--- src/pkg/spx_pkg.sv ---
`default_nettype none
package spx_pkg;
  // upper three address bits of the two groups
  localparam logic [2:0] SPX_IN_GROUP = 3'h6;
  localparam logic [2:0] SPX_OUT_GROUP = 3'h5;
  // values after reset
  localparam logic [7:0] SPX_MASK_RST = 8'hff;
  localparam logic [7:0] SPX_FLAGS_RST = 8'h00;
  localparam logic [7:0] SPX_OUTS_RST = 8'h00;
  // cycle and bit counts
  localparam logic [3:0] SPX_BYTE_BITS = 4'h8;
  localparam logic [3:0] SPX_LAST_BIT = 4'h7;
  localparam logic [1:0] SPX_INIT_CYCLES = 2'h3;
  // buffered write word: group bit plus data byte
  localparam int SPX_WORD_W = 9;
  localparam int SPX_BUF_DEPTH = 2;

  // what a four-level select pin is tied to
  typedef enum logic [1:0] {
    SPX_PIN_GND = 2'h0,
    SPX_PIN_VP = 2'h1,
    SPX_PIN_SCL = 2'h2,
    SPX_PIN_SDA = 2'h3
  } spx_pin_t;

  // serial slave states, gray along the usual path
  typedef enum logic [2:0] {
    SPX_IDLE = 3'h0,
    SPX_ADDR = 3'h1,
    SPX_ADDR_ACK = 3'h3,
    SPX_WR_BYTE = 3'h2,
    SPX_WR_ACK = 3'h6,
    SPX_RD_BYTE = 3'h7,
    SPX_RD_ACK = 3'h5,
    SPX_SKIP = 3'h4
  } spx_state_t;

  // pin level seen at bus idle, at start, and at first scl low
  function automatic spx_pin_t spx_classify(input logic idle,
                                            input logic strt,
                                            input logic low);
    if (!idle) return SPX_PIN_GND;
    if (!strt) return SPX_PIN_SDA;
    if (!low) return SPX_PIN_SCL;
    return SPX_PIN_VP;
  endfunction

  // high select pin gives address bits 3:2
  function automatic logic [1:0] spx_hi_code(input spx_pin_t p);
    case (p)
      SPX_PIN_SCL: return 2'h0;
      SPX_PIN_SDA: return 2'h1;
      SPX_PIN_GND: return 2'h2;
      default: return 2'h3;
    endcase
  endfunction

  // low select pin gives address bits 1:0
  function automatic logic [1:0] spx_lo_code(input spx_pin_t p);
    case (p)
      SPX_PIN_GND: return 2'h0;
      SPX_PIN_VP: return 2'h1;
      SPX_PIN_SCL: return 2'h2;
      default: return 2'h3;
    endcase
  endfunction
endpackage
`default_nettype wire

--- src/pkg/spx_stream_if.sv ---
`timescale 1ns/10ps
`default_nettype none
// valid/ready word stream between slave and write buffer
interface spx_stream_if
  import spx_pkg::*;
#(
  parameter int W = SPX_WORD_W
) ();
  logic valid; // word offered
  logic ready; // word can be taken
  logic [W-1:0] data; // word itself
  modport src (output valid, output data, input ready);
  modport snk (input valid, input data, output ready);
endinterface
`default_nettype wire

--- src/design/spx_buf.sv ---
`timescale 1ns/10ps
`default_nettype none
module spx_buf
  import spx_pkg::*;
#(
  parameter int W = SPX_WORD_W,
  parameter int DEPTH = SPX_BUF_DEPTH
) (
  // clock and reset
  input wire logic ref_clk_i,
  input wire logic rst_i,
  // streams
  spx_stream_if.snk fill,
  spx_stream_if.src drain
);
  localparam int AW = (DEPTH > 1) ? $clog2(DEPTH) : 1;
  localparam logic [AW:0] FULL = (AW+1)'(DEPTH);
  localparam logic [AW-1:0] LAST = AW'(DEPTH - 1);

  typedef struct packed {
    logic [DEPTH-1:0][W-1:0] mem; // entries
    logic [AW-1:0] wp; // write pointer
    logic [AW-1:0] rp; // read pointer
    logic [AW:0] cnt; // fill level
  } spx_buf_state_t;

  spx_buf_state_t r;
  spx_buf_state_t next_r;
  logic push; // word accepted
  logic pop; // word handed on

  // full and empty come straight from the level
  assign fill.ready = (r.cnt != FULL);
  assign drain.valid = (r.cnt != '0);
  assign drain.data = r.mem[r.rp];
  assign push = fill.valid & fill.ready;
  assign pop = drain.valid & drain.ready;

  // pointer and level update
  always_comb begin
    next_r = r;
    if (push) begin
      next_r.mem[r.wp] = fill.data;
      next_r.wp = (r.wp == LAST) ? '0 : r.wp + 1'b1;
    end
    if (pop) begin
      next_r.rp = (r.rp == LAST) ? '0 : r.rp + 1'b1;
    end
    // simultaneous push and pop leaves the level alone
    if (push && !pop) begin
      next_r.cnt = r.cnt + 1'b1;
    end else if (pop && !push) begin
      next_r.cnt = r.cnt - 1'b1;
    end
  end

  // state register
  always_ff @(posedge ref_clk_i) begin
    if (rst_i) begin
      r <= '0;
    end else begin
      r <= next_r;
    end
  end
endmodule // spx_buf
`default_nettype wire

--- src/design/spx_top.sv ---
// How it works
// snapshot compared with inputs sets flags
// address acknowledge resamples inputs, clears flags
// read gives port byte, then old flags
// long reads keep alternating data and flags
// each byte pair resamples and resets flags
// mask bits gate which changes raise alert
// flags set whatever the mask says
// flags stay set until next access
// during reads alert waits for stop
// no deferred alert if change already sent
// input group 110, output group 101
// select pins map to address bits 3..0
// output defaults follow select pin levels
// eighth bit low writes, high reads
// master frames start, address, data, stop
// start and stop are sda edges, scl high
// one bit per clock, stable while high
// ninth clock carries receiver's low acknowledge
// device acks address and written bytes
// master nacks last read byte
// scl only sensed, sda open drain
// reset: mask all ones, flags clear
// input group write loads mask, clears alert
// abort returns interface to idle, keeps alert
// alert active low, latched until access
// bus lines and inputs pass synchronisers
// foreign addresses leave sda released
`timescale 1ns/10ps
`default_nettype none
module spx_top
  import spx_pkg::*;
(
  // clock and reset
  input wire logic ref_clk_i,
  input wire logic rst_i,
  // serial bus pins, sda open drain
  input wire logic scl_i,
  input wire logic sda_i,
  output logic sda_o,
  output logic sda_oe_o,
  input wire logic bus_abort_i,
  // four-level address select pins
  input wire logic addr_select_low_pin_i,
  input wire logic addr_select_high_pin_i,
  // port pins
  input wire logic [7:0] input_lines_i,
  output logic [7:0] output_lines_o,
  output logic alert_n_o
);
  typedef struct packed {
    logic scl_m, scl_s, scl_d; // scl sync and delay
    logic sda_m, sda_s, sda_d; // sda sync and delay
    logic abort_m, abort_s; // abort sync
    logic lo_m, lo_s, hi_m, hi_s; // select pin syncs
    logic [7:0] in_m; // input first stage
    logic [7:0] in_s; // input second stage
    logic lo_idle, hi_idle; // pin level at bus idle
    logic lo_start, hi_start; // pin level at start
    logic got_low; // first scl low seen this frame
    spx_pin_t lo_cls; // low pin connection
    spx_pin_t hi_cls; // high pin connection
    logic [1:0] init_cnt; // strap capture delay
    spx_state_t st; // slave state
    logic [3:0] cnt; // bit counter
    logic [7:0] sh; // shift register
    logic rw; // direction of this access
    logic grp; // 1 = input group
    logic odd; // next read byte is flags
    logic oe; // pulling sda low
    logic [7:0] snap; // input snapshot
    logic [7:0] flags; // input change flags
    logic [7:0] flag_cap; // flags saved for reading
    logic [7:0] mask; // change interrupt mask
    logic [7:0] outs; // output latch
    logic alert; // alert latched
    logic in_read; // read sequence running
    logic defer; // alert owed at stop
  } spx_top_state_t;

  spx_top_state_t r;
  spx_top_state_t next_r;

  // bus events and change terms
  logic start_det; // sda falls, scl high
  logic stop_det; // sda rises, scl high
  logic scl_rise;
  logic scl_fall;
  logic [7:0] diff; // live inputs against snapshot
  logic set_now; // enabled change first seen
  logic [3:0] my_addr; // address bits 3..0
  logic grp_in; // shifted address is input group
  logic addr_ok; // shifted address is ours
  logic fill_valid; // received byte pushed
  logic [SPX_WORD_W-1:0] fill_data;
  logic drain_ready; // applying buffered bytes

  spx_stream_if #(.W(SPX_WORD_W)) fill_if ();
  spx_stream_if #(.W(SPX_WORD_W)) drain_if ();

  // write bytes wait here; a full buffer makes us nack
  spx_buf #(
    .W(SPX_WORD_W),
    .DEPTH(SPX_BUF_DEPTH)
  ) u_buf (
    .ref_clk_i(ref_clk_i),
    .rst_i(rst_i),
    .fill(fill_if),
    .drain(drain_if)
  );

  assign fill_if.valid = fill_valid;
  assign fill_if.data = fill_data;
  assign drain_if.ready = drain_ready;

  // edges are judged on synced and delayed copies only
  assign start_det = r.scl_s & r.scl_d & r.sda_d & ~r.sda_s;
  assign stop_det = r.scl_s & r.scl_d & ~r.sda_d & r.sda_s;
  assign scl_rise = r.scl_s & ~r.scl_d;
  assign scl_fall = ~r.scl_s & r.scl_d;
  assign diff = r.in_s ^ r.snap;
  assign set_now = |(diff & ~r.flags & r.mask);
  assign my_addr = {spx_hi_code(r.hi_cls), spx_lo_code(r.lo_cls)};
  assign grp_in = (r.sh[7:5] == SPX_IN_GROUP);
  assign addr_ok = (grp_in || r.sh[7:5] == SPX_OUT_GROUP) &&
                   (r.sh[4:1] == my_addr);

  // pins: data low only, enable decides
  assign sda_o = 1'b0;
  assign sda_oe_o = r.oe;
  assign output_lines_o = r.outs;
  assign alert_n_o = ~r.alert;

  // next state
  always_comb begin
    logic cap; // resample inputs, save and clear flags
    logic clr_al; // access clears the alert
    logic rd_go; // read sequence begins
    logic stop_al; // deferred alert fires
    logic [7:0] ld; // byte to send next
    cap = 1'b0;
    clr_al = 1'b0;
    rd_go = 1'b0;
    stop_al = 1'b0;
    ld = 8'h00;
    fill_valid = 1'b0;
    fill_data = {r.grp, r.sh};
    next_r = r;
    // two-stage synchronisers, third stage only for edges
    next_r.scl_m = scl_i;
    next_r.scl_s = r.scl_m;
    next_r.scl_d = r.scl_s;
    next_r.sda_m = sda_i;
    next_r.sda_s = r.sda_m;
    next_r.sda_d = r.sda_s;
    next_r.abort_m = bus_abort_i;
    next_r.abort_s = r.abort_m;
    next_r.lo_m = addr_select_low_pin_i;
    next_r.lo_s = r.lo_m;
    next_r.hi_m = addr_select_high_pin_i;
    next_r.hi_s = r.hi_m;
    next_r.in_m = input_lines_i;
    next_r.in_s = r.in_m;

    // straps read once the synchronisers hold real levels
    if (r.init_cnt != SPX_INIT_CYCLES) begin
      next_r.init_cnt = r.init_cnt + 2'h1;
      if (r.init_cnt == SPX_INIT_CYCLES - 2'h1) begin
        next_r.lo_cls = r.lo_s ? SPX_PIN_VP : SPX_PIN_GND;
        next_r.hi_cls = r.hi_s ? SPX_PIN_VP : SPX_PIN_GND;
        next_r.outs[3:0] = r.lo_s ? 4'hf : 4'h0;
        next_r.outs[7:4] = r.hi_s ? 4'hf : 4'h0;
      end
    end

    // slave sequencing; abort beats start beats stop
    if (r.abort_s) begin
      next_r.st = SPX_IDLE;
      next_r.oe = 1'b0;
    end else if (start_det) begin
      next_r.st = SPX_ADDR;
      next_r.cnt = 4'h0;
      next_r.oe = 1'b0;
      next_r.lo_start = r.lo_s;
      next_r.hi_start = r.hi_s;
      next_r.got_low = 1'b0;
    end else if (stop_det) begin
      next_r.st = SPX_IDLE;
      next_r.oe = 1'b0;
      stop_al = r.in_read & r.defer;
    end else begin
      unique case (r.st)
        SPX_IDLE: begin
          // idle levels tell sda-tied pins from grounded ones
          if (r.scl_s && r.sda_s) begin
            next_r.lo_idle = r.lo_s;
            next_r.hi_idle = r.hi_s;
          end
        end
        SPX_ADDR: begin
          if (scl_rise) begin
            next_r.sh = {r.sh[6:0], r.sda_s};
            next_r.cnt = r.cnt + 4'h1;
          end
          if (scl_fall && !r.got_low) begin
            // re-decode the pins on every frame
            next_r.got_low = 1'b1;
            next_r.lo_cls = spx_classify(r.lo_idle, r.lo_start, r.lo_s);
            next_r.hi_cls = spx_classify(r.hi_idle, r.hi_start, r.hi_s);
          end
          if (scl_fall && r.cnt == SPX_BYTE_BITS) begin
            if (addr_ok) begin
              next_r.st = SPX_ADDR_ACK;
              next_r.oe = 1'b1;
              next_r.rw = r.sh[0];
              next_r.grp = grp_in;
            end else begin
              next_r.st = SPX_SKIP;
            end
          end
        end
        SPX_ADDR_ACK: begin
          if (scl_rise) begin
            cap = 1'b1;
            clr_al = 1'b1;
            rd_go = r.rw;
          end
          if (scl_fall) begin
            next_r.cnt = 4'h0;
            if (r.rw) begin
              ld = r.grp ? r.snap : r.outs;
              next_r.sh = ld;
              next_r.oe = ~ld[7];
              next_r.odd = 1'b1;
              next_r.st = SPX_RD_BYTE;
            end else begin
              next_r.oe = 1'b0;
              next_r.st = SPX_WR_BYTE;
            end
          end
        end
        SPX_WR_BYTE: begin
          if (scl_rise) begin
            next_r.sh = {r.sh[6:0], r.sda_s};
            next_r.cnt = r.cnt + 4'h1;
          end
          if (scl_fall && r.cnt == SPX_BYTE_BITS) begin
            // back-pressure: no room means no acknowledge
            if (fill_if.ready) begin
              fill_valid = 1'b1;
              next_r.oe = 1'b1;
              next_r.st = SPX_WR_ACK;
            end else begin
              next_r.st = SPX_SKIP;
            end
          end
        end
        SPX_WR_ACK: begin
          if (scl_fall) begin
            next_r.oe = 1'b0;
            next_r.cnt = 4'h0;
            next_r.st = SPX_WR_BYTE;
          end
        end
        SPX_RD_BYTE: begin
          if (scl_fall) begin
            if (r.cnt == SPX_LAST_BIT) begin
              next_r.oe = 1'b0; // master owns the ack
              next_r.st = SPX_RD_ACK;
            end else begin
              next_r.sh = {r.sh[6:0], 1'b0};
              next_r.oe = ~r.sh[6];
              next_r.cnt = r.cnt + 4'h1;
            end
          end
        end
        SPX_RD_ACK: begin
          if (scl_rise) begin
            if (r.sda_s) begin
              next_r.st = SPX_SKIP;
            end else if (r.grp && !r.odd) begin
              cap = 1'b1;
            end
          end
          if (scl_fall) begin
            // input group alternates port byte and flags byte, output group resends outs
            if (!r.grp) begin
              ld = r.outs;
            end else if (r.odd) begin
              ld = r.flag_cap;
            end else begin
              ld = r.snap;
            end
            next_r.sh = ld;
            next_r.oe = ~ld[7];
            next_r.odd = ~r.odd;
            next_r.cnt = 4'h0;
            next_r.st = SPX_RD_BYTE;
          end
        end
        SPX_SKIP: begin
          next_r.oe = 1'b0;
        end
      endcase
    end

    // buffered writes applied; stalls while a capture runs
    drain_ready = ~cap;
    if (drain_if.valid && drain_ready) begin
      if (drain_if.data[8]) begin
        next_r.mask = drain_if.data[7:0];
        next_r.snap = r.in_s;
        next_r.flags = diff & ~r.flags;
        clr_al = 1'b1;
      end else begin
        next_r.outs = drain_if.data[7:0];
      end
    end

    // change flags; a change seen at a clear is kept
    if (cap) begin
      next_r.snap = r.in_s;
      next_r.flag_cap = r.flags | diff;
      next_r.flags = SPX_FLAGS_RST;
    end else if (!(drain_if.valid && drain_ready && drain_if.data[8])) begin
      next_r.flags = r.flags | diff;
    end

    // alert: set beats clear, held back while reading
    next_r.in_read = r.in_read | rd_go;
    next_r.alert = (r.alert & ~clr_al) |
                   (set_now & ~(r.in_read | rd_go)) | stop_al;
    if (cap) begin
      next_r.defer = 1'b0;
    end else begin
      next_r.defer = r.defer | (set_now & r.in_read);
    end
    if (r.abort_s || (stop_det && !start_det)) begin
      next_r.in_read = 1'b0;
      next_r.defer = 1'b0;
    end
  end

  // state register
  always_ff @(posedge ref_clk_i) begin
    if (rst_i) begin
      r <= '0;
      r.mask <= SPX_MASK_RST;
      r.flags <= SPX_FLAGS_RST;
      r.outs <= SPX_OUTS_RST;
      r.lo_cls <= SPX_PIN_VP;
      r.hi_cls <= SPX_PIN_VP;
      r.st <= SPX_IDLE;
      r.scl_s <= 1'b1;
      r.scl_d <= 1'b1;
      r.sda_s <= 1'b1;
      r.sda_d <= 1'b1;
    end else begin
      r <= next_r;
    end
  end
endmodule // spx_top
`default_nettype wire

--- config.mk ---
export PLATFORM = sky130hd
export DESIGN_NAME = spx_top
export DESIGN_NICKNAME = d
export VERILOG_FILES = /design/src/pkg/spx_pkg.sv /design/src/pkg/spx_stream_if.sv /design/src/design/spx_buf.sv /design/src/design/spx_top.sv
export SDC_FILE = /design/constraint.sdc
export NUM_CORES = 1
export LEC_CHECK = 0
export BUFFER_PORTS_ARGS = -buffer_cell sky130_fd_sc_hd__buf_2
export CAP_MARGIN = 15
export CORE_ASPECT_RATIO = 0.6
export CORE_MARGIN = 5
export CORE_UTILIZATION = 45
export DETAILED_ROUTE_END_ITERATION = 10
export GPL_TIMING_DRIVEN = 1
export PLACE_DENSITY = 0.68
export SLEW_MARGIN = 20
export SYNTH_ARGS = -nofsm -noshare
export SYNTH_HDL_FRONTEND = slang
export SYNTH_SLANG_ARGS = --single-unit
--- constraint.sdc ---
create_clock -name ref_clk_i -period 5.7 [get_ports ref_clk_i]
set_input_delay 0.57 -clock ref_clk_i [delete_from_list [all_inputs] [get_ports ref_clk_i]]
set_output_delay 0.57 -clock ref_clk_i [all_outputs]
set_load 0.05 [all_outputs]
After elaboration in Yosys (flattened, before gate mapping)
Index checks and enable logic that the tools add are counted.
Cells by class
  $add $sub $neg: 6
  $lt $le $gt $ge: 3
  eq/ne operators: 47
  muxes and demuxes: 169
  bitwise logic cells: 37
  reduce and logical (&&, ||, !) cells: 53
Operators with widths (count)
  $mux 15: 13
  $mux 8: 15
  $mux 1: 84
  $mux 12: 5
  $pmux 7 s6: 1
  $mux 2: 20
  $reduce_and 9->1: 4
  $mux 16: 2
  $pmux 8 s4: 1
  $ne 5x5->1 const B: 6
  $ne 4x4->1 const B: 7
  $mux 9: 3
  $ne 2x2->1 const B: 13
  $mux 3: 7
  $mux 4: 5
  $mux 5: 4
  $bwmux 18: 1
  $eq 3x3->1 const B: 6
  $and 8x8->8: 2
  $not 1->1: 15
  $reduce_bool 2->1: 7
  $reduce_bool 7->1: 2
  $and 1x1->1: 13
  $ne 6x6->1 const B: 2
  43 further kinds: 77
Word-level totals
  register bits: 123
  bits of input ports: 15
  word-level logic and storage cells: 358

Longest topological paths before layout
Gate-level depths: netlist (run 1).
  word-level depth: 29
  mapped depth: 10
  mapped depth without buffers: 9

Modules after synthesis
A second synthesis (run 1) with hierarchy kept.
Second synthesis, totals
  cells, all modules: 708
  area, all modules: 6140.9 um^2
By module, submodules not included
  spx_top: instances 1, cells each 594, area each 5053.6 um^2, sequential area each 2021.9 um^2
  spx_buf: instances 1, cells each 114, area each 1087.3 um^2, sequential area each 440.4 um^2

Worst setup path before layout (run 1)
No wires, ideal clock.
  kind: reg-to-reg
  start: reg r[60] (netlist name)
  end: reg u_buf.r[1] (netlist name)
  library setup time: 71 ps
  arrival time: 2063 ps
  data required time: 5629 ps
  path slack: 3566 ps
  cell stages (with the launch flop): 10
  path buffers: 2
  clock period less this slack: 2134 ps
  path through: dfxtp_1 buf_6 nor4b_4 a21oi_2 nor4_4 buf_6 or2_2 ha_1 or3_1 a21oi_1
Between the ends
  longest elaborated chain between the ends: 10
  elaborated cells on any way between the ends: 20
  those cells by class: eq/ne (3); mux (9); bitwise (3); reduce/logical (5)
Ends and longest elaborated chain
  start, declared: RTL line spx_top.sv:81  | spx_top_state_t r;
  start signal, assigned: RTL line spx_top.sv:359  | r <= next_r;
  $eq 3x3->1 / $eq 3x2->1 (equally long branches): RTL line spx_top.sv:192  | unique case (r.st)
  $pmux 1 s2: RTL line spx_top.sv:192
  $mux 1: RTL line spx_top.sv:187  | end else if (stop_det) begin
  $mux 1: RTL line spx_top.sv:180  | end else if (start_det) begin
  $mux 1: RTL line spx_top.sv:177  | if (r.abort_s) begin
  $not 1->1: RTL line spx_top.sv:308  | drain_ready = ~cap;
  $and 1x1->1: RTL line spx_buf.sv:37  | assign pop = drain.valid & drain.ready;
  $logic_not 1->1: RTL line spx_buf.sv:50  | if (push && !pop) begin
  $logic_and 1x1->1: RTL line spx_buf.sv:50
  $mux 2 / $reduce_bool 2->1 (equally long branches)
  end signal, assigned: RTL line spx_buf.sv:62  | r <= next_r;
  end, declared: RTL line spx_buf.sv:27  | spx_buf_state_t r;
Several ways; a longest one is shown, not always the timed one.
A chain may end at the register's enable or synchronous reset.

Final worst setup path (run 1)
  start: reg r[98] (netlist name)
  end: reg r, in the netlist output_lines_o[2]
Between the ends
  longest elaborated chain between the ends: 10
  elaborated cells on any way between the ends: 16
  those cells by class: mux (7); bitwise (8); reduce/logical (1)
Ends and longest elaborated chain
  $not 1->1: RTL line spx_top.sv:119  | assign scl_rise = r.scl_s & ~r.scl_d;
  $and 1x1->1: RTL line spx_top.sv:119
  $mux 1 (on tied branches): RTL line spx_top.sv:278, spx_top.sv:223
  $pmux 1 s2: RTL line spx_top.sv:192
  $mux 1: RTL line spx_top.sv:187
  $mux 1 (*): RTL line spx_top.sv:180
  $mux 1 (*): RTL line spx_top.sv:177
  $not 1->1 (*): RTL line spx_top.sv:308
  $logic_and 1x1->1 (*): RTL line spx_top.sv:309  | if (drain_if.valid && drain_ready) begin
  $mux 8 (*): RTL line spx_top.sv:309
Every way passes the cells marked *; elsewhere a longest branch is shown, timed or not.

==> impl_results.md, run 1 <==
- CTS root buffer: clkbuf_16
- CP most frequent cell: a211oi_1
- Number of buffers created by CTS: 17
- Die width: 159 um
- Placed Instance Area: approximately 6000 um^2
- Clock-pin slew on the worst setup and hold paths: about 0.06 ns
- Critical path class: flop to flop
- Multiplexer share of the synthesized area: 7.21%
- Drt pass-1 iters: 5
- Max-cap violations: 0
- WP data required: ~6.0 ns
- Ys Warns: 0
- CP Launch Point: r[98]
- DR iter-0 viols: just under 600
- Initial antenna violation count: 0
- Yosys top cell area share: between 40% and 50%
- Post-CTS sizing: 0
- H-tree levels: 4
- Clock buffer depth: 2
- Fin. max-slew vios: 0
- Routed vias/inst: slightly below 6
- Share of layout cells above drive strength 1: roughly 14%
- GRT overflow: 0
- Dominant cell type by area after synthesis: dfxtp_1
- Pin count of the biggest net entering global routing: between 80 and 90
- Max incr delay on CP: about 0.85 ns
- Sequential cell area: around 2500 um^2
- Syn_nets: just under 700
- Worst Max-Slew Pin Slew: 1.01 ns
- Core box area: between 10000 and 15000 um^2
- Critical Path AT: about 3.1 ns
- Synth Area in Compound Gates: about a fifth
- Main combinational cell family by area after synthesis: simple AND/OR/NAND/NOR gates
- Simple-Gate Fraction of Synth Area: approximately 22%
- Yosys reg bits: roughly 120
- Post-synth EDFFs: 0
- Final period util: 48.8%
- I/O Buffers: 24
- Post-CTS Setup Bufs: 0
- Slowest CP cell: nor3_2
- Initial Util: around 46%
- Hold Path Class: primary input to flop
- Status: complete, no violations
- Worst vdd ir: 0.186 mV
- Crit path to: output_lines_o[2]
- Worst-path fanout max: 22
- Worst R2R Path Depth: 6
- DRT Wirelength: 16000 um
- Via count: between 4k and 5k
- Fill count: around 1.2k
- Top FF cell, synth: dfxtp_1
- GP Congestion: slightly above 0.9
- DP Wirelength: 11600 um
- Crit end category: flop
- Sequential area share after synthesis: 41.0%
- Setup Viol. Count Final: 0
- Fin area: between 6000 and 7000 um^2
- Full die area: between 15000 and 20000 um^2
- Power density cells: a little under 400 nW/um^2
- Max Freq: ~0.36 GHz
- Critical path buffers and inverters: 1
- Mapped Cells: roughly 670
- Later-pin clock latency in the skew report: around 0.42 ns
- RR Startpoint: r[98]
- Largest delay contributor family on the critical path: simple AND/OR/NAND/NOR gates
- Die H: just under 100 um
- # IOs: 26
- Area growth syn-to-layout: 11.5%
- Multi-input logic area: around 3100 um^2
- Setup_tns: 0 ns
- GR Util All Layers: between 20% and 30%
- Synth Area in Adders: under 10%
- Total Power: about 2600 uW
- Synth Area in XOR/XNOR: under 10%
- Vias in the first global route: between 4k and 5k
- Sw Share: 29.6%
- Min-Delay Path Depth: 2
- Post-DRT Antenna Nets: 0
- Layout net count: 685
- Leakage: about 0.0025 uW
- Hold_buf cts: 0
- Dominant cells by area after synthesis: dfxtp_1 (41%), mux2i_1 (6.8%), nor2_1 (4.3%)
- CTS tree: built
- CP Depth: 6
- Reg2Reg Setup Slack: around 3 ns
- Clock share of power: between 40% and 50%
- Netlist cell types: 72
- Clock sinks: approximately 120
- Slew headroom: ~32%
- Tmin final: 2.78 ns
- DRC violations left: 0
- Cell with the most instances after synthesis: dfxtp_1
- Number of diodes: 0
- Async SR Flop Fraction: 0%
- RSZ-0062 raised after global routing: false
- Fin. Hold Viols: 0
- Cell Chain, Critical Path: nand2b_1 -> nor4_4 -> buf_4 -> nor3_2 -> a211oi_1 -> a211oi_1
- Post-synth top cells: dfxtp_1 (123), nor2_1 (69), nand2_1 (53)
- R2r endpoint: output_lines_o[2]
- Reg power frac: between 30% and 40%
- Syn avg cell area: 8.91 um^2
- Setup crit start kind: flop
- Drt wl/cell: approximately 19 um
- Clock Skew: 0.00914 ns
- Mapped Area: around 6000 um^2
- Combinational Power Share: 16.5%
- NetSw: slightly below 800 uW
- First-pass GRT wire length: 25400 um
- Internal power: around 1900 uW
- Cell Rows: 32
power by group through the flow:
stage	combinational (uW)	clock, uW	sequential [uW]
finish	436	1190	1010
global route	476	1250	1020
CTS	434	1210	1010
detailed placement	431	0	1020
global placement	420	0	1020
floorplan	416	0	974
how the worst min path moves through the flow:
| stage | from | end | slack [ns] |
|---|---|---|---|
| after floorplan | next_r[96] | next_r[95] | 0.39 |
| after global placement | next_r[96] | next_r[95] | 0.39 |
| after detailed placement | next_r[99] | next_r[98] | 0.40 |
| after CTS | addr_select_low_pin_i | next_r[91] | 0.34 |
| after global routing | scl_i | next_r[99] | 0.35 |
| final | input_lines_i[2] | next_r[75] | 0.36 |
flip-flops by register name, summed over array words and instances (netlist names):
register / cells
fill_data: 9
sda_oe_o: 1
r: 68
output_lines_o: 8
next_r: 15
u_buf.r: 22
placed cells by master, fill, tap and decap left out, types with 5 or more instances in the layout:
| cell | count |
|---|---|
| a211oi_1 | 33 |
| a211oi_2 | 6 |
| a21oi_1 | 47 |
| buf_2 | 23 |
| buf_4 | 6 |
| bufinv_16 | 5 |
| clkbuf_16 | 17 |
| dfxtp_1 | 123 |
| ha_1 | 5 |
| inv_1 | 20 |
| mux2i_1 | 41 |
| nand2_1 | 53 |
| nand2b_1 | 11 |
| nand3_1 | 12 |
| nand3b_1 | 8 |
| nand4_1 | 7 |
| nor2_1 | 69 |
| nor2b_1 | 36 |
| nor3_1 | 5 |
| o211ai_1 | 7 |
| o21ai_0 | 14 |
| o221ai_1 | 10 |
| o22ai_1 | 9 |
| or2_2 | 5 |
| xnor2_1 | 5 |
| xor2_1 | 16 |
metal layers:
layer  vias to the layer above  wire length (um)  GRT usage [%]
met2                       253              6150           26.5
li1                       2360                 -              -
met4                         0               224           6.88
met3                        23              1890           7.20
met5                         -                 0              0
met1                      2356              7740           30.8
worst register-to-register path: cells and delay by family, from the launching register on:
family	cells	cell delay (ns)
flip-flops	1	0.46
AND/OR/NAND/NOR	3	1.57
AO/OA/AOI/OAI	2	0.40
buffers and inverters	1	0.25
cell type report:
cell class	count	share of cell area (%)
Clock buffer	18	6.56
Clock inverter	13	3.20
Timing Repair Buffer	29	2.39
Inverter	20	1.12
Sequential cell	123	36.8
Multi-Input combinational cell	474	46.8
Tap cell	170	3.18
cells by family (layout without fill, tap and decap cells):
logic type	Yosys count	count (layout)
adder cells (fa/ha/maj)	5	5
XOR/XNOR	21	21
multiplexers	43	43
flip-flops	123	123
buffers and inverters	77	80
AND/OR/NAND/NOR	241	241
AO/OA/AOI/OAI	163	163
other	1	1
per-stage QoR:
stage | std cells | hold slack [ns] | setup WS (ns) | utilization (%)
final | 847 | 0.355 | 2.92 | 51.8
after global routing | 847 | 0.352 | 2.70 | 51.8
after CTS | 847 | 0.344 | 2.98 | 51.8
after detailed placement | 816 | 0.401 | 3.00 | 46.7
after global placement | 816 | 0.395 | 3.14 | 46.7
after floorplan | 674 | 0.389 | 3.57 | -
(Power assumes the default switching activity.)
==> inputs of run 2 (changes only) <==
--- a/config.mk
+++ b/config.mk
@@ -5,6 +5,7 @@
 export SDC_FILE = /design/constraint.sdc
 export NUM_CORES = 1
 export LEC_CHECK = 0
+export ABC_AREA = 1
 export BUFFER_PORTS_ARGS = -buffer_cell sky130_fd_sc_hd__buf_2
 export CAP_MARGIN = 15
 export CORE_ASPECT_RATIO = 0.6
@@ -12,7 +13,7 @@
 export CORE_UTILIZATION = 45
 export DETAILED_ROUTE_END_ITERATION = 10
 export GPL_TIMING_DRIVEN = 1
-export PLACE_DENSITY = 0.68
+export PLACE_DENSITY = 0.71
 export SLEW_MARGIN = 20
 export SYNTH_ARGS = -nofsm -noshare
 export SYNTH_HDL_FRONTEND = slang
==> constraint.sdc (replaced) <==
create_clock -name ref_clk_i -period 2.5 [get_ports ref_clk_i]
set_input_delay 0.25 -clock ref_clk_i [delete_from_list [all_inputs] [get_ports ref_clk_i]]
set_output_delay 0.25 -clock ref_clk_i [all_outputs]
set_load 0.05 [all_outputs]
==> impl_results.md, run 2 <==
- Initial antenna violation count: 0 (unchanged)
- Clock share of power: 40.1% (was 45.2%)
- Hold Path Class: primary input to flop (unchanged)
- Setup_tns: 0 ns (unchanged)
- Number of buffers created by CTS: 17 (unchanged)
- Area growth syn-to-layout: 13.8% (was 11.5%)
- RSZ-0062 raised after global routing: false (unchanged)
- Min-Delay Path Depth: 3 (was 2)
- Finished Layout Cells: 1123 (was 847)
- Power density cells: 925 nW/um^2 (was 394 nW/um^2)
- Top FF cell, synth: dfxtp_1 (unchanged)
- CTS tree: built (unchanged)
- Status: complete, no violations (unchanged)
- DP Wirelength: 12500 um (was 11600 um)
- Post-CTS Setup Bufs: 0 (unchanged)
- Worst R2R Path Depth: 11 (was 6)
- Initial Util: 46.5% (was 46.4%)
- Netlist cell types: 33 (was 72)
- Final period util: 89.9% (was 48.8%)
- Clock buffer depth: 2 (unchanged)
- WP data required: 2.79 ns (was 6.02 ns)
- Pin count of the biggest net entering global routing: 55 (was 81)
- R2r endpoint: u_buf.r[1] (was output_lines_o[2])
- Worst Max-Slew Pin Slew: 0.733 ns (was 1.01 ns)
- Sw Share: 34.8% (was 29.6%)
- Vias in the first global route: 5176 (was 4588)
- Share of layout cells above drive strength 1: 10.5% (was 13.9%)
- Setup crit start kind: flop (unchanged)
- Fill count: 1269 (was 1194)
- Number of diodes: 0 (unchanged)
- Total Power: 6370 uW (was 2640 uW)
- Reg power frac: 35.8% (was 38.3%)
- NetSw: 2210 uW (was 780 uW)
- DR iter-0 viols: 744 (was 597)
- Later-pin clock latency in the skew report: 0.42 ns (about the same)
- Reg2Reg Setup Slack: 0.25 ns (was 2.92 ns)
- Commonest non-fill, non-tap cell in the layout: nand2_1 (was dfxtp_1)
- Fin. max-slew vios: 0 (unchanged)
- Crit end category: flop (unchanged)
- Clock Skew: 0.00995 ns (was 0.00914 ns)
- Layout net count: 960 (was 685)
- Fin. Hold Viols: 0 (unchanged)
- Internal power: 4150 uW (was 1860 uW)
- RR Startpoint: r[61] (was r[98])
- Critical Path AT: 2.54 ns (was 3.10 ns)
- Worst-path fanout max: 13 (was 22)
- Slew headroom: 51.0% (was 32.2%)
- I/O Buffers: 24 (unchanged)
- Cell with the most instances after synthesis: nand2_1 (was dfxtp_1)
- Routed vias/inst: 5.39 (was 5.89)
- Combinational Power Share: 24.1% (was 16.5%)
- Max-cap violations: 0 (unchanged)
- Setup Viol. Count Final: 0 (unchanged)
- Syn avg cell area: 6.57 um^2 (was 8.91 um^2)
- Top reg by flops: r (unchanged)
- Post-synth EDFFs: 0 (unchanged)
- Drt pass-1 iters: 6 (was 5)
- Clock sinks: 123 (unchanged)
- Sequential area share after synthesis: 40.7% (was 41.0%)
- Yosys reg bits: 123 (unchanged)
- Post-DRT Antenna Nets: 0 (unchanged)
- Cell Rows: 32 (unchanged)
- First-pass GRT wire length: 28000 um (was 25400 um)
- GR Util All Layers: 22.1% (was 20.4%)
- # IOs: 26 (unchanged)
- Ys Warns: 0 (unchanged)
- Max FFs per register: 68 (unchanged)
- Leakage: 0.00322 uW (was 0.00251 uW)
- Dominant cell type by area after synthesis: dfxtp_1 (unchanged)
- H-tree levels: 4 (unchanged)
- Clock-pin slew on the worst setup and hold paths: 0.06 ns (about the same)
- CP Launch Point: r[61] (was r[98])
- GP Congestion: 0.960 (was 0.916)
- Drt wl/cell: 15.5 um (was 18.9 um)
- Full die area: 15900 um^2 (was 15800 um^2)
- HP Start: input_lines_i[1] (was input_lines_i[2])
- Worst vdd ir: 0.402 mV (was 0.186 mV)
- GRT overflow: 0 (unchanged)
- Via count: 6055 (was 4992)
- Mapped Cells: 921 (was 674)
- Max Freq: 0.445 GHz (was 0.360 GHz)
- Core box area: 13000 um^2 (was 12900 um^2)
- Post-synth top cells: nand2_1 (292), dfxtp_1 (123), inv_1 (104) (was dfxtp_1 (123), nor2_1 (69), nand2_1 (53))
- Most frequent cells in the layout: nand2_1 (292), dfxtp_1 (123), inv_1 (104) (was dfxtp_1 (123), nor2_1 (69), nand2_1 (53))
- Die width: 160 um (was 159 um)
- Placed cell count: 1091 (was 816)
- Post-CTS sizing: 0 (unchanged)
- DRC violations left: 0 (unchanged)
- Core Util, Final: 52.9% (was 51.8%)
- CTS root buffer: clkbuf_16 (unchanged)
- Syn_nets: 941 (was 694)
- DRT Wirelength: 17400 um (was 16000 um)
- Critical path class: flop to flop (unchanged)
- Mapped Area: 6050 um^2 (was 6000 um^2)
- Die H: 99.8 um (was 99.5 um)
- Tmin final: 2.25 ns (was 2.78 ns)
- Hold EP: next_r[74] (was next_r[75])
- Dominant cells by area after synthesis: dfxtp_1 (41%), nand2_1 (18%), inv_1 (6.5%) (was dfxtp_1 (41%), mux2i_1 (6.8%), nor2_1 (4.3%))
- Async SR Flop Fraction: 0% (unchanged)
- Yosys top cell area share: 40.7% (was 41.0%)
- Hold_buf cts: 0 (unchanged)
## run 2: kinds of logic (layout without fill, tap and decap cells)
logic type | count (synthesis) | after routing | share of synthesized area (%)
AOI/OAI and AO/OA | 171 | 171 | 15.0
xor gates and xnor gates | 4 | 4 | 0.579
adders and majority gates | 5 | 5 | 1.03
buffers and inverters | 148 | 180 | 10.2
DFF | 123 | 123 | 40.7
other | 1 | 1 | 0.0620
and+or+nand+nor | 469 | 469 | 32.3
## run 2: how the worst max path moves through the flow
stage | to | slack [ns] | cells after the start
finish | u_buf.r[1] | 0.25 | 11
global route | u_buf.r[1] | 0.09 | 11
CTS | u_buf.r[1] | 0.28 | 11
detailed placement | u_buf.r[1] | 0.31 | 11
global placement | u_buf.r[1] | 0.36 | 11
floorplan | u_buf.r[1] | 0.58 | 12
## run 2: cell type report
class	count	area (um^2)	area share, %
repair buffers	36	210	3.05
multi-input cells	650	2970	43.1
flip-flops and latches	123	2460	35.8
clock buffers	18	439	6.38
well taps	170	213	3.09
clock inverters	14	170	2.47
inverters	112	420	6.11
## run 2: power by group through the flow
stage	sequential (uW)	combinational [uW]	clock (uW)
3_3_place_gp	2310	1480	0
5_1_grt	2300	1700	2670
6_report	2280	1530	2550
4_1_cts	2270	1490	2560
2_1_floorplan	2300	1100	0
3_5_place_dp	2310	1480	0
## run 2: metal layers
| metal | vias to the layer above | GRT usage [%] | wire length [um] |
|---|---|---|---|
| met5 | - | 0 | 0 |
| met4 | 0 | 6.07 | 220 |
| met3 | 30 | 5.42 | 1830 |
| met2 | 290 | 28.7 | 6620 |
| met1 | 2759 | 35.2 | 8730 |
| li1 | 2976 | - | - |
## run 2: per-stage QoR
stage | area [um^2] | hold slack, ns | setup WS, ns
6_report | 6880 | 0.0303 | 0.252
5_1_grt | 6880 | 0.0436 | 0.0854
4_1_cts | 6880 | 0.0304 | 0.285
3_5_place_dp | 6270 | 0.393 | 0.311
3_3_place_gp | 6270 | 0.390 | 0.363
2_1_floorplan | 6050 | 0.357 | 0.580
## run 2: critical path, cell delays in order (launching register included)
cell and delay [ns]:
dfxtp_1 0.46, nand2_1 0.14, nor2_2 0.19, nand3_1 0.17
nand2_4 0.10, inv_2 0.12, nand2_4 0.19, ha_1 0.29
a21oi_1 0.12, o21ai_0 0.12, o21ai_0 0.17, a21oi_1 0.05
